<file path="src/rtl/ecf_map.vh">
// register offsets, field positions, reset values and sizes for the event channel fabric
`ifndef ECF_MAP_VH
`define ECF_MAP_VH

// --------------------------------------------------------------------------
// sizes
// --------------------------------------------------------------------------
`define ECF_NUM_CH 16
`define ECF_NUM_GRP 6
`define ECF_NUM_PUB 8
`define ECF_NUM_SUB 8
`define ECF_IDX_W 8
`define ECF_ADDR_W 12

// --------------------------------------------------------------------------
// register offsets (byte addresses)
// --------------------------------------------------------------------------
`define ECF_GRP_EN_TASK_BASE 12'h000
`define ECF_GRP_DIS_TASK_BASE 12'h004
`define ECF_GRP_EN_SUB_BASE 12'h080
`define ECF_GRP_DIS_SUB_BASE 12'h084
`define ECF_CH_EN_BITS 12'h500
`define ECF_CH_EN_SET 12'h504
`define ECF_CH_EN_CLR 12'h508
`define ECF_GRP_MEMB_BASE 12'h800
`define ECF_PUB_BASE 12'h900
`define ECF_SUB_BASE 12'h980

// --------------------------------------------------------------------------
// fields of a publish or subscribe register
// --------------------------------------------------------------------------
`define ECF_IDX_LSB 0
`define ECF_IDX_MSB 7
`define ECF_EN_BIT 31

// --------------------------------------------------------------------------
// reset values
// --------------------------------------------------------------------------
`define ECF_CH_EN_RST 16'h0000
`define ECF_MEMB_RST 16'h0000
`define ECF_ROUTE_RST 9'h000

`endif

</file>
<file path="src/rtl/ecf_route_reg.v">
// one publish or subscribe register: channel index plus enable bit
`timescale 1ns/10ps
`default_nettype none
`include "ecf_map.vh"
module ecf_route_reg (
  // clock and reset
  input wire clk,
  input wire sys_rst,
  // write port
  input wire wr_en,
  input wire [31:0] wr_data,
  // stored fields
  output wire [`ECF_IDX_W-1:0] channel_index,
  output wire route_en,
  // one-hot channel select, zero while disabled or index out of range
  output wire [`ECF_NUM_CH-1:0] ch_sel
);
  reg [`ECF_IDX_W:0] cfg_reg;

  // cleared at reset so no route is live until software arms it
  always @(posedge clk)
  begin
    if (sys_rst)
      cfg_reg <= `ECF_ROUTE_RST;
    else if (wr_en)
      cfg_reg <= {wr_data[`ECF_EN_BIT], wr_data[`ECF_IDX_MSB:`ECF_IDX_LSB]};
  end

  assign channel_index = cfg_reg[`ECF_IDX_W-1:0];
  assign route_en = cfg_reg[`ECF_IDX_W];

  // decode; an out-of-range index selects nothing
  genvar c;
  generate
    for (c = 0; c < `ECF_NUM_CH; c = c + 1)
    begin : g_sel
      assign ch_sel[c] = route_en && (channel_index == c);
    end
  endgenerate
endmodule // ecf_route_reg
`default_nettype wire

</file>
<file path="src/rtl/ecf_sync3.v">
// three-flop input synchroniser, change accepted when the last two stages agree
`timescale 1ns/10ps
`default_nettype none
module ecf_sync3 (
  // clock and reset
  input wire clk,
  input wire sys_rst,
  // raw and filtered level
  input wire async_in,
  output reg sync_out
);
  reg s1_reg;
  reg s2_reg;
  reg s3_reg;

  // s1 only feeds s2 so metastability never reaches logic
  always @(posedge clk)
  begin
    if (sys_rst)
    begin
      s1_reg <= 1'b0;
      s2_reg <= 1'b0;
      s3_reg <= 1'b0;
      sync_out <= 1'b0;
    end
    else
    begin
      s1_reg <= async_in;
      s2_reg <= s1_reg;
      s3_reg <= s2_reg;
      if (s2_reg == s3_reg)
        sync_out <= s3_reg;
    end
  end
endmodule // ecf_sync3
`default_nettype wire

</file>
<file path="src/rtl/ecf_top.v">
// event channel fabric: channel config unit, group tasks and peripheral route links
// Function
// route register: channel index and enable; routes only when enabled
// software keeps channel indices in range
// channel fans out to all subscribers; publishers only feed it
// same-cycle events on a channel merge into one pulse
// channel enables: direct, write-one set, write-one clear
// set and clear registers read the channel enables
// six group masks; group tasks set or clear members
// enable tasks at 0x000, disable at 0x004, stride 0x8
// same-cycle enable and disable leave a channel enabled
// group task subscriptions at 0x080 and 0x084, stride 0x8
// membership writes ignored while a group subscription is on
// non-secure peripherals use only non-secure channels
// secure accesses control every channel
// group secure if any member channel is secure
// non-secure access to secure bits: write dropped, read zero
// dropped accesses raise no fault
// non-secure task writes ignored for a secure group
// secure group membership hidden from non-secure access
// non-secure group ignores secure channels
// channel count parameter; one-cycle pulses, passed while enabled
// reset clears enables, memberships and subscriptions
`timescale 1ns/10ps
`default_nettype none
`include "ecf_map.vh"
module ecf_top (
  // clock and reset
  input wire clk,
  input wire sys_rst,
  // register port
  input wire [`ECF_ADDR_W-1:0] reg_addr,
  input wire [31:0] reg_wdata,
  input wire reg_wr,
  input wire reg_rd,
  input wire reg_nonsecure,
  output reg [31:0] reg_rdata,
  // security map, from the permission unit (other clock domain)
  input wire [`ECF_NUM_CH-1:0] channel_security_map,
  input wire [`ECF_NUM_PUB-1:0] pub_nonsecure,
  input wire [`ECF_NUM_SUB-1:0] sub_nonsecure,
  // peripheral events and tasks
  input wire [`ECF_NUM_PUB-1:0] periph_event,
  output reg [`ECF_NUM_SUB-1:0] periph_task,
  // channel pulses seen by subscribers
  output reg [`ECF_NUM_CH-1:0] channel_pulse
);
  localparam NCH = `ECF_NUM_CH;
  localparam NG = `ECF_NUM_GRP;
  localparam NP = `ECF_NUM_PUB;
  localparam NS = `ECF_NUM_SUB;

  // --------------------------------------------------------------------------
  // security map synchroniser
  // --------------------------------------------------------------------------
  wire [NCH-1:0] sec_map;
  genvar i;
  generate
    for (i = 0; i < NCH; i = i + 1)
    begin : g_sec
      ecf_sync3 u_sync (
        .clk(clk),
        .sys_rst(sys_rst),
        .async_in(channel_security_map[i]),
        .sync_out(sec_map[i])
      );
    end
  endgenerate

  // --------------------------------------------------------------------------
  // state
  // --------------------------------------------------------------------------
  reg [NCH-1:0] ch_en_reg;
  reg [NCH-1:0] ch_en_next;
  reg [NCH-1:0] memb_reg [0:NG-1];
  reg [NCH-1:0] gen_sub_sel [0:NG-1];
  reg [NCH-1:0] gdis_sub_sel [0:NG-1];
  reg [NG-1:0] gen_sub_en_reg;
  reg [NG-1:0] gdis_sub_en_reg;
  reg [`ECF_IDX_W-1:0] gen_sub_idx_reg [0:NG-1];
  reg [`ECF_IDX_W-1:0] gdis_sub_idx_reg [0:NG-1];

  // access window: only masked bits a non-secure master may touch
  wire [NCH-1:0] acc_mask = reg_nonsecure
    ? ~sec_map : {NCH{1'b1}};

  // --------------------------------------------------------------------------
  // address decode
  // --------------------------------------------------------------------------
  wire hit_channel_enable_bits = (reg_addr == `ECF_CH_EN_BITS);
  wire hit_set = (reg_addr == `ECF_CH_EN_SET);
  wire hit_clr = (reg_addr == `ECF_CH_EN_CLR);
  wire [`ECF_ADDR_W-1:0] goff = reg_addr - `ECF_GRP_EN_TASK_BASE;
  wire [`ECF_ADDR_W-1:0] soff = reg_addr - `ECF_GRP_EN_SUB_BASE;
  wire [`ECF_ADDR_W-1:0] moff = reg_addr - `ECF_GRP_MEMB_BASE;
  wire [`ECF_ADDR_W-1:0] poff = reg_addr - `ECF_PUB_BASE;
  wire [`ECF_ADDR_W-1:0] uoff = reg_addr - `ECF_SUB_BASE;
  wire in_task = (reg_addr < `ECF_GRP_EN_SUB_BASE) && (goff[11:3] < NG);
  wire in_gsub = (reg_addr >= `ECF_GRP_EN_SUB_BASE) && (soff[11:3] < NG);
  wire in_memb = (reg_addr >= `ECF_GRP_MEMB_BASE) && (moff[1:0] == 2'b00)
    && (moff[11:2] < NG);
  wire in_pub = (reg_addr >= `ECF_PUB_BASE) && (poff[1:0] == 2'b00)
    && (poff[11:2] < NP);
  wire in_sub = (reg_addr >= `ECF_SUB_BASE) && (uoff[1:0] == 2'b00)
    && (uoff[11:2] < NS);
  wire [2:0] grp_ix = in_memb ? moff[4:2]
    : (in_gsub ? soff[5:3] : goff[5:3]);
  wire sub_is_dis = soff[2];
  wire task_is_dis = goff[2];

  // --------------------------------------------------------------------------
  // group security and group task triggers
  // --------------------------------------------------------------------------
  reg [NG-1:0] grp_secure;
  reg [NG-1:0] grp_en_trig;
  reg [NG-1:0] grp_dis_trig;
  reg [NCH-1:0] en_mask;
  reg [NCH-1:0] dis_mask;
  integer g;
  integer gk;
  integer gd;

  // a group turns secure as soon as any member is secure
  always @*
  begin
    en_mask = {NCH{1'b0}};
    dis_mask = {NCH{1'b0}};
    for (g = 0; g < NG; g = g + 1)
    begin
      grp_secure[g] = |(memb_reg[g] & sec_map);
      // register task write, dropped silently for secure group from non-secure master
      grp_en_trig[g] = reg_wr && in_task && !task_is_dis && (grp_ix == g) && reg_wdata[0]
                       && !(reg_nonsecure && grp_secure[g]);
      grp_dis_trig[g] = reg_wr && in_task && task_is_dis && (grp_ix == g) && reg_wdata[0]
                        && !(reg_nonsecure && grp_secure[g]);
      // channel-driven triggers; a non-secure group ignores secure channels
      grp_en_trig[g] = grp_en_trig[g] | (|(gen_sub_sel[g] & channel_pulse
                       & (grp_secure[g] ? {NCH{1'b1}} : ~sec_map)));
      grp_dis_trig[g] = grp_dis_trig[g] | (|(gdis_sub_sel[g] & channel_pulse
                        & (grp_secure[g] ? {NCH{1'b1}} : ~sec_map)));
      if (grp_en_trig[g])
        en_mask = en_mask | memb_reg[g];
      if (grp_dis_trig[g])
        dis_mask = dis_mask | memb_reg[g];
    end
  end

  // --------------------------------------------------------------------------
  // channel enable next value
  // --------------------------------------------------------------------------
  // register write first, group tasks after; enable applied last so it wins
  always @*
  begin
    ch_en_next = ch_en_reg;
    if (reg_wr && hit_channel_enable_bits)
      ch_en_next = (ch_en_reg & ~acc_mask)
                   | (reg_wdata[NCH-1:0] & acc_mask);
    if (reg_wr && hit_set)
      ch_en_next = ch_en_next | (reg_wdata[NCH-1:0] & acc_mask);
    if (reg_wr && hit_clr)
      ch_en_next = ch_en_next & ~(reg_wdata[NCH-1:0] & acc_mask);
    ch_en_next = (ch_en_next & ~dis_mask) | en_mask;
  end

  always @(posedge clk)
  begin
    if (sys_rst)
      ch_en_reg <= `ECF_CH_EN_RST;
    else
      ch_en_reg <= ch_en_next;
  end

  // --------------------------------------------------------------------------
  // group membership and group task subscriptions
  // --------------------------------------------------------------------------
  // membership locked while a subscription could fire a task mid-update
  always @(posedge clk)
  begin
    if (sys_rst)
    begin
      gen_sub_en_reg <= {NG{1'b0}};
      gdis_sub_en_reg <= {NG{1'b0}};
      for (gk = 0; gk < NG; gk = gk + 1)
      begin
        memb_reg[gk] <= `ECF_MEMB_RST;
        gen_sub_idx_reg[gk] <= {`ECF_IDX_W{1'b0}};
        gdis_sub_idx_reg[gk] <= {`ECF_IDX_W{1'b0}};
      end
    end
    else
    begin
      for (gk = 0; gk < NG; gk = gk + 1)
      begin
        if (reg_wr && in_memb && (grp_ix == gk) && !gen_sub_en_reg[gk] && !gdis_sub_en_reg[gk]
            && !(reg_nonsecure && grp_secure[gk]))
          memb_reg[gk] <= reg_wdata[NCH-1:0];
        if (reg_wr && in_gsub && (grp_ix == gk)
            && !(reg_nonsecure && grp_secure[gk]))
        begin
          if (sub_is_dis)
          begin
            gdis_sub_en_reg[gk] <= reg_wdata[`ECF_EN_BIT];
            gdis_sub_idx_reg[gk] <= reg_wdata[`ECF_IDX_MSB:`ECF_IDX_LSB];
          end
          else
          begin
            gen_sub_en_reg[gk] <= reg_wdata[`ECF_EN_BIT];
            gen_sub_idx_reg[gk] <= reg_wdata[`ECF_IDX_MSB:`ECF_IDX_LSB];
          end
        end
      end
    end
  end

  // subscription decode to one-hot channel selects
  // full-width compare, so an out-of-range index selects nothing
  integer c;
  always @*
  begin
    for (gd = 0; gd < NG; gd = gd + 1)
    begin
      for (c = 0; c < NCH; c = c + 1)
      begin
        gen_sub_sel[gd][c] = gen_sub_en_reg[gd] && (gen_sub_idx_reg[gd] == c);
        gdis_sub_sel[gd][c] = gdis_sub_en_reg[gd] && (gdis_sub_idx_reg[gd] == c);
      end
    end
  end

  // --------------------------------------------------------------------------
  // peripheral route links
  // --------------------------------------------------------------------------
  wire [NCH-1:0] pub_sel [0:NP-1];
  wire [NCH-1:0] sub_sel [0:NS-1];
  wire [`ECF_IDX_W-1:0] pub_idx [0:NP-1];
  wire [`ECF_IDX_W-1:0] sub_idx [0:NS-1];
  wire [NP-1:0] pub_en;
  wire [NS-1:0] sub_en;

  generate
    for (i = 0; i < NP; i = i + 1)
    begin : g_pub
      ecf_route_reg u_pub (
        .clk(clk),
        .sys_rst(sys_rst),
        .wr_en(reg_wr && in_pub && (poff[11:2] == i)
               && !(reg_nonsecure && !pub_nonsecure[i])),
        .wr_data(reg_wdata),
        .channel_index(pub_idx[i]),
        .route_en(pub_en[i]),
        .ch_sel(pub_sel[i])
      );
    end
    for (i = 0; i < NS; i = i + 1)
    begin : g_sub
      ecf_route_reg u_sub (
        .clk(clk),
        .sys_rst(sys_rst),
        .wr_en(reg_wr && in_sub && (uoff[11:2] == i)
               && !(reg_nonsecure && !sub_nonsecure[i])),
        .wr_data(reg_wdata),
        .channel_index(sub_idx[i]),
        .route_en(sub_en[i]),
        .ch_sel(sub_sel[i])
      );
    end
  endgenerate

  // or-merge of all publishers per channel, gated by channel enable
  reg [NCH-1:0] pulse_next;
  reg [NS-1:0] task_next;
  integer p;
  always @*
  begin
    pulse_next = {NCH{1'b0}};
    for (p = 0; p < NP; p = p + 1)
      if (periph_event[p])
        pulse_next = pulse_next
                     | (pub_sel[p] & (pub_nonsecure[p] ? ~sec_map : {NCH{1'b1}}));
    pulse_next = pulse_next & ch_en_reg;
    for (p = 0; p < NS; p = p + 1)
      task_next[p] = |(sub_sel[p] & channel_pulse
                       & (sub_nonsecure[p] ? ~sec_map : {NCH{1'b1}}));
  end

  // one cycle per hop: event to pulse, pulse to task
  always @(posedge clk)
  begin
    if (sys_rst)
    begin
      channel_pulse <= {NCH{1'b0}};
      periph_task <= {NS{1'b0}};
    end
    else
    begin
      channel_pulse <= pulse_next;
      periph_task <= task_next;
    end
  end

  // --------------------------------------------------------------------------
  // read path
  // --------------------------------------------------------------------------
  // unmapped and task addresses read zero; no error is flagged
  reg [31:0] rd_next;
  always @*
  begin
    rd_next = 32'h00000000;
    if (hit_channel_enable_bits || hit_set || hit_clr)
      rd_next[NCH-1:0] = ch_en_reg & acc_mask;
    else if (in_memb && !(reg_nonsecure && grp_secure[grp_ix]))
      rd_next[NCH-1:0] = memb_reg[grp_ix];
    else if (in_gsub && !(reg_nonsecure && grp_secure[grp_ix]))
    begin
      rd_next[`ECF_EN_BIT] = sub_is_dis ? gdis_sub_en_reg[grp_ix]
                             : gen_sub_en_reg[grp_ix];
      rd_next[`ECF_IDX_MSB:`ECF_IDX_LSB] = sub_is_dis ? gdis_sub_idx_reg[grp_ix]
                                           : gen_sub_idx_reg[grp_ix];
    end
    else if (in_pub && !(reg_nonsecure && !pub_nonsecure[poff[4:2]]))
    begin
      rd_next[`ECF_EN_BIT] = pub_en[poff[4:2]];
      rd_next[`ECF_IDX_MSB:`ECF_IDX_LSB] = pub_idx[poff[4:2]];
    end
    else if (in_sub && !(reg_nonsecure && !sub_nonsecure[uoff[4:2]]))
    begin
      rd_next[`ECF_EN_BIT] = sub_en[uoff[4:2]];
      rd_next[`ECF_IDX_MSB:`ECF_IDX_LSB] = sub_idx[uoff[4:2]];
    end
  end

  // cleared after one cycle so stale data never lingers
  always @(posedge clk)
  begin
    if (sys_rst)
      reg_rdata <= 32'h00000000;
    else if (reg_rd)
      reg_rdata <= rd_next;
    else
      reg_rdata <= 32'h00000000;
  end
endmodule // ecf_top
`default_nettype wire

</file>
<file path="config.mk">
export PLATFORM = sky130hd
export DESIGN_NAME = ecf_top
export DESIGN_NICKNAME = d
export VERILOG_FILES = /design/src/rtl/ecf_route_reg.v /design/src/rtl/ecf_sync3.v /design/src/rtl/ecf_top.v
export VERILOG_INCLUDE_DIRS = /design/src /design/src/rtl
export SDC_FILE = /design/constraint.sdc
export NUM_CORES = 2
export LEC_CHECK = 0
export BUFFER_PORTS_ARGS = -buffer_cell sky130_fd_sc_hd__buf_4
export CORE_ASPECT_RATIO = 0.7
export CORE_MARGIN = 10
export CORE_UTILIZATION = 35
export DETAILED_ROUTE_END_ITERATION = 16
export PLACE_DENSITY = 0.58
export SLEW_MARGIN = 0
export SYNTH_ARGS = -nofsm -noshare
export SYNTH_HDL_FRONTEND = slang
export SYNTH_SLANG_ARGS = --single-unit
</file>
<file path="constraint.sdc">
create_clock -name clk -period 5.7 [get_ports clk]
set_input_delay 0.855 -clock clk [delete_from_list [all_inputs] [get_ports clk]]
set_output_delay 0.855 -clock clk [all_outputs]
set_load 0.02 [all_outputs]
</file>
; Yosys cells after proc, flatten, opt, wreduce, memory -nomap -nowiden
; Memory sizes are Yosys's and may differ from the RTL's.
; Cells that the tools add are included.
[word_totals]
regBits = 292
mem_bits_rw = 192
n_memories = 3
[classes]
add_sub_neg = 4
n_lt_le_gt_ge = 15
eq_ne = 458
mux = 155
n_bitwise = 118
n_reduce_logical = 731
[mem_list]
columns = name, depth, width, read_ports, rd_ports_with_merged_regs, write_ports, line
row1 = memb_reg, 6, 16, 7, 0, 6, ecf_top.v:75  ; reg [NCH-1:0] memb_reg [0:NG-1];
row2 = gdis_sub_idx_reg, 6, 8, 7, 0, 6, ecf_top.v:81  ; reg [`ECF_IDX_W-1:0] gdis_sub_idx_reg [0:NG-1];
row3 = gen_sub_idx_reg, 6, 8, 7, 0, 6, ecf_top.v:80  ; reg [`ECF_IDX_W-1:0] gen_sub_idx_reg [0:NG-1];
[ops]
columns = cell, n
row1 = $eq A8 B4 Y1 const B, 224
row2 = $and A16 B16 Y16, 60
row3 = $eq A8 B3 Y1 const B, 112
row4 = $mux W16, 53
row5 = $logic_and A1 B1 Y1, 599
row6 = $eq A8 B2 Y1 const B, 56
row7 = $reduce_or A16 Y1, 26
row8 = $or A16 B16 Y16, 20
row9 = $eq A8 B1 Y1 const B, 28
row10 = $logic_not A8 Y1, 28
row11 = $mux W8, 22
row12 = $eq A10 B3 Y1 const B, 8
row13 = $mux W1, 69
row14 = $not A16 Y16, 4
row15 = $logic_not A1 Y1, 56
row16 = $bmux W8 S3, 2
row17 = $eq A10 B2 Y1 const B, 4
row18 = $eq A12 B11 Y1 const B, 3
row19 = $ge A12 B12 Y1 const B, 3
row20 = $sub A12 B12 Y12 const B, 3
row21 = $or A1 B1 Y1, 30
row22 = $reduce_and A2 Y1, 12
row23 = $bmux W1 S3, 7
row24 = $eq A10 B1 Y1 const B, 2
row25 = 21 further kinds, 50

; Longest topological paths before layout
[logic_depth]
depth_word = 24
ltp_mapped = 16
ltp_nobuf = 12

; Modules after synthesis
; A second synthesis with hierarchy kept.
[hier_totals]
hier_cells = 3430
area_unflattened_um2 = 30693.2
[modules_own_cells]
columns = module, n_inst, cells_each, area_per_inst_um2, seq_area_each_um2
row1 = ecf_top, 1, 2390, 20863.8, 7146.9
row2 = ecf_route_reg, 16, 55, 501.7, 180.2
row3 = ecf_sync3, 16, 10, 112.6, 80.1

; Worst setup path before layout
; OpenSTA, ideal clock, no wires.
[synth_path]
path_kind = input -> register
startpoint = input reg_addr[5]
endpoint = memory memb_reg[4][0] (netlist name), enable pin
arrival_time_ns = 4.571
required_ns = 5.264
path_slack_ns = 0.694
cell_stages = 8
n_path_buf = 2
path_cell_list = buf_6 or4b_4 or3_4 and2_4 or3_4 or2_1 buf_6 o41ai_1
[synth_lines]
columns = element, line
row1 = from (decl), ecf_top.v:32  ; input wire [`ECF_ADDR_W-1:0] reg_addr,
row2 = to (decl), ecf_top.v:75

==> results.yml <==
detailed_routing:
  drt-initial-drc-count: 5358
  totalWireLength_um: 132000
  drt-vias-per-instance: 6.52
  num_vias: 29000
  routedWlPerCell_um: 29.8
  dr.pass1.iters: 9
  postRouteAntennaNets: 0
  route.detailed.drc: 0
synth:
  syn_inst: 3371
  async_flop_share_pct: 0
  yosysSeqAreaShare_pct: 39.0
  ys_types: 89
  ys_ff_latch: 469
  netlist_area_um2: 29000
  synth_edf_count: 192
  synth_flop_cell: "dfxtp_1"
  yosysWarnings: 0
  avgSynthCellArea_um2: 8.61
clock_tree:
  h-tree-depth: 2
  cts_resized: 0
  cts_setup_buffers: 0
  cts.sinks: 469
  clk_latency_ns: 0.64
  cts_tree: "yes"
  clockRootBuffer: "clkbuf_16"
  cts_buffer_depth: 3
  clk_pin_slew_ns: 0.07
  numCtsBuffers: 49
  cts.hold.buffers_added: 0
sta:
  fin_skew_ns: 0.0390
  max_slew_margin_pct: 19.8
  maxSlewViolCount: 0
  finalSetupViolCount: 0
  finalWorstSetupSlack_ns: 1.07
  fin_crit_sh_pct: 81.2
  tns_ns: 0
  timing.fmax_mhz: 216
  worstMarginPinSlew_ns: 1.20
  final-hold-violation-count: 0
  fin_crit_ns: 4.63
  rsz0062_at_grt: "no"
power_and_ir_drop:
  power_density_nw_per_um2: 236
  vdd_drop_max_v: 0.000206
  leakagePower_nw: 11.1
  total_power_mw: 7.67
min_path:
  hp-class: "input pin to register"
placement:
  dp.cells: 4344
  gp_congestion: 1.00
  placed_cell_area_um2: 30800
  numPortBuffers: 114
  dp_slack_ns: 1.17
  hpwl_um: 89900
floorplan:
  core_area_um2: 82400
  die_w_um: 364
  core.rowCount: 88
  die_h_um: 261
  dieArea_um2: 95100
  io_pins: 145
  initial_core_util_pct: 35.3
setup_path:
  crit_arrival_ns: 5.19
  end_kind: "register"
  cp-start-kind: "register"
  cp_slowest_cell: "inv_1"
  slowest_delay_ns: 0.59
  cp_common_cell: "a221oi_1"
  required_ns: 6.26
  cp_max_fo: 27
  cp_cell_sequence: "a22o_1, a221oi_1, and4_1, buf_4, a21boi_0, a221oi_1, a2111oi_0, a211oi_1, inv_1, a222oi_1, nand4_1, a31oi_1"
  crit_family: "compound AO/OA/AOI/OAI gates"
  path_class: "register to register"
  crit_buf_inv: 2
final_layout:
  nets: 3406
  drive_above_1_share_pct: 12.4
  syn_to_final_growth_pct: 11.9
  instances_no_fill: 4439
  largest_reg_flops: 96
  postLayoutCellArea_um2: 32500
global_route:
  grt_first_pass_wirelength_um: 189000
  antenna_found_initial: 9
  grt_max_degree: 84
  first_global_vias: 26300
  gr-usage-all-layers_pct: 26.6
  grt-ovfl-total: 0
status:
  run_status: "complete, no violations"
job:
  cap_violations: 0
==> path summary, 6_finish.rpt <==
kind	start	end	slack [ns]	depth (start not counted)
worst min-delay path	channel_security_map[3]	g_sec[3].u_sync.s1_reg	0.42	2
worst max register to register	memb_reg[1][0]	ch_en_reg[4]	1.07	12
worst min register to register	g_sec[0].u_sync.s1_reg	g_sec[0].u_sync.s2_reg	0.43	1
worst max-delay path	memb_reg[1][0]	ch_en_reg[4]	1.07	12
==> cells in the final DEF, fill, tap and decap left out, drive strengths merged, types with 17 or more instances in the layout <==
| master | count |
|---|---|
| nand2 | 498 |
| dfxtp | 277 |
| nor2 | 237 |
| buf | 217 |
| and2 | 194 |
| edfxtp | 192 |
| mux2i | 176 |
| a211oi | 159 |
| nand3 | 152 |
| o21ai | 135 |
| a21oi | 133 |
| inv | 83 |
| a31oi | 78 |
| clkbuf | 67 |
| nor4 | 61 |
| nor2b | 57 |
| mux4 | 57 |
| a221oi | 53 |
| a2111oi | 46 |
| nand4 | 45 |
| o211ai | 41 |
| a311oi | 35 |
| a22oi | 35 |
| a22o | 34 |
| nand2b | 33 |
| and3 | 31 |
| o2bb2ai | 18 |
| a222oi | 17 |
| nor3 | 17 |
| clkinv | 17 |
==> cells by family after synthesis <==
family                   synth area share (%)
other                                  0.0129
buffers and inverters                    5.91
adder cells (fa/ha/maj)                0.0862
multiplexers                             10.6
AND/OR/NAND/NOR                          23.3
flip-flops                               39.0
AO/OA/AOI/OAI                            21.1
==> synth_stat cells, drive strengths merged (46+ instances only) <==
cell	number	share of area, %
a2111oi	46	1.4
a211oi	159	4.1
a21oi	133	2.3
a221oi	53	1.6
a31oi	78	1.7
and2	194	4.2
buf	116	2.0
clkbuf	223	2.9
dfxtp	277	19
edfxtp	192	20
inv	79	1.0
mux2i	176	6.1
mux4	57	4.4
nand2	498	6.4
nand3	152	2.6
nor2	237	3.2
nor2b	57	1.2
nor4	61	1.5
o21ai	135	2.4
==> final cells by class <==
cell class	count	area (µm²)
fillers	8342	49900
multi-input cells	2495	16200
flip-flops and latches	469	11300
repair buffers	218	1660
clock buffers	66	1390
well taps	1080	1350
clock inverters	26	315
inverters	82	308
diodes	3	7.51
==> through the flow <==
stage / hold slack (ns) / utilization (%)
finish: 0.421 / 39.5
floorplan: 0.413 / -
global placement: 0.416 / 37.4
detailed placement: 0.421 / 37.4
CTS: 0.391 / 39.5
global route: 0.415 / 39.5
==> metal layers <==
| metal | global-route usage (%) | part of all wire [%] | vias to the layer above |
|---|---|---|---|
| met4 | 8.61 | 3.5 | 10 |
| met5 | 0 | 0.057 | - |
| met1 | 39.4 | 43 | 13900 |
| met2 | 34.3 | 37 | 2320 |
| met3 | 10.5 | 16 | 303 |
| li1 | - | - | 12400 |
==> power by group <==
part / internal, mW / switching [mW] / leakage [nW]
clock: 1.97 / 1.52 / 0.832
sequential: 3.55 / 0.0835 / 4.23
combinational: 0.151 / 0.402 / 6.04
total: 5.67 / 2.00 / 11.1
No activity file was read; power rests on OpenSTA's default activity.
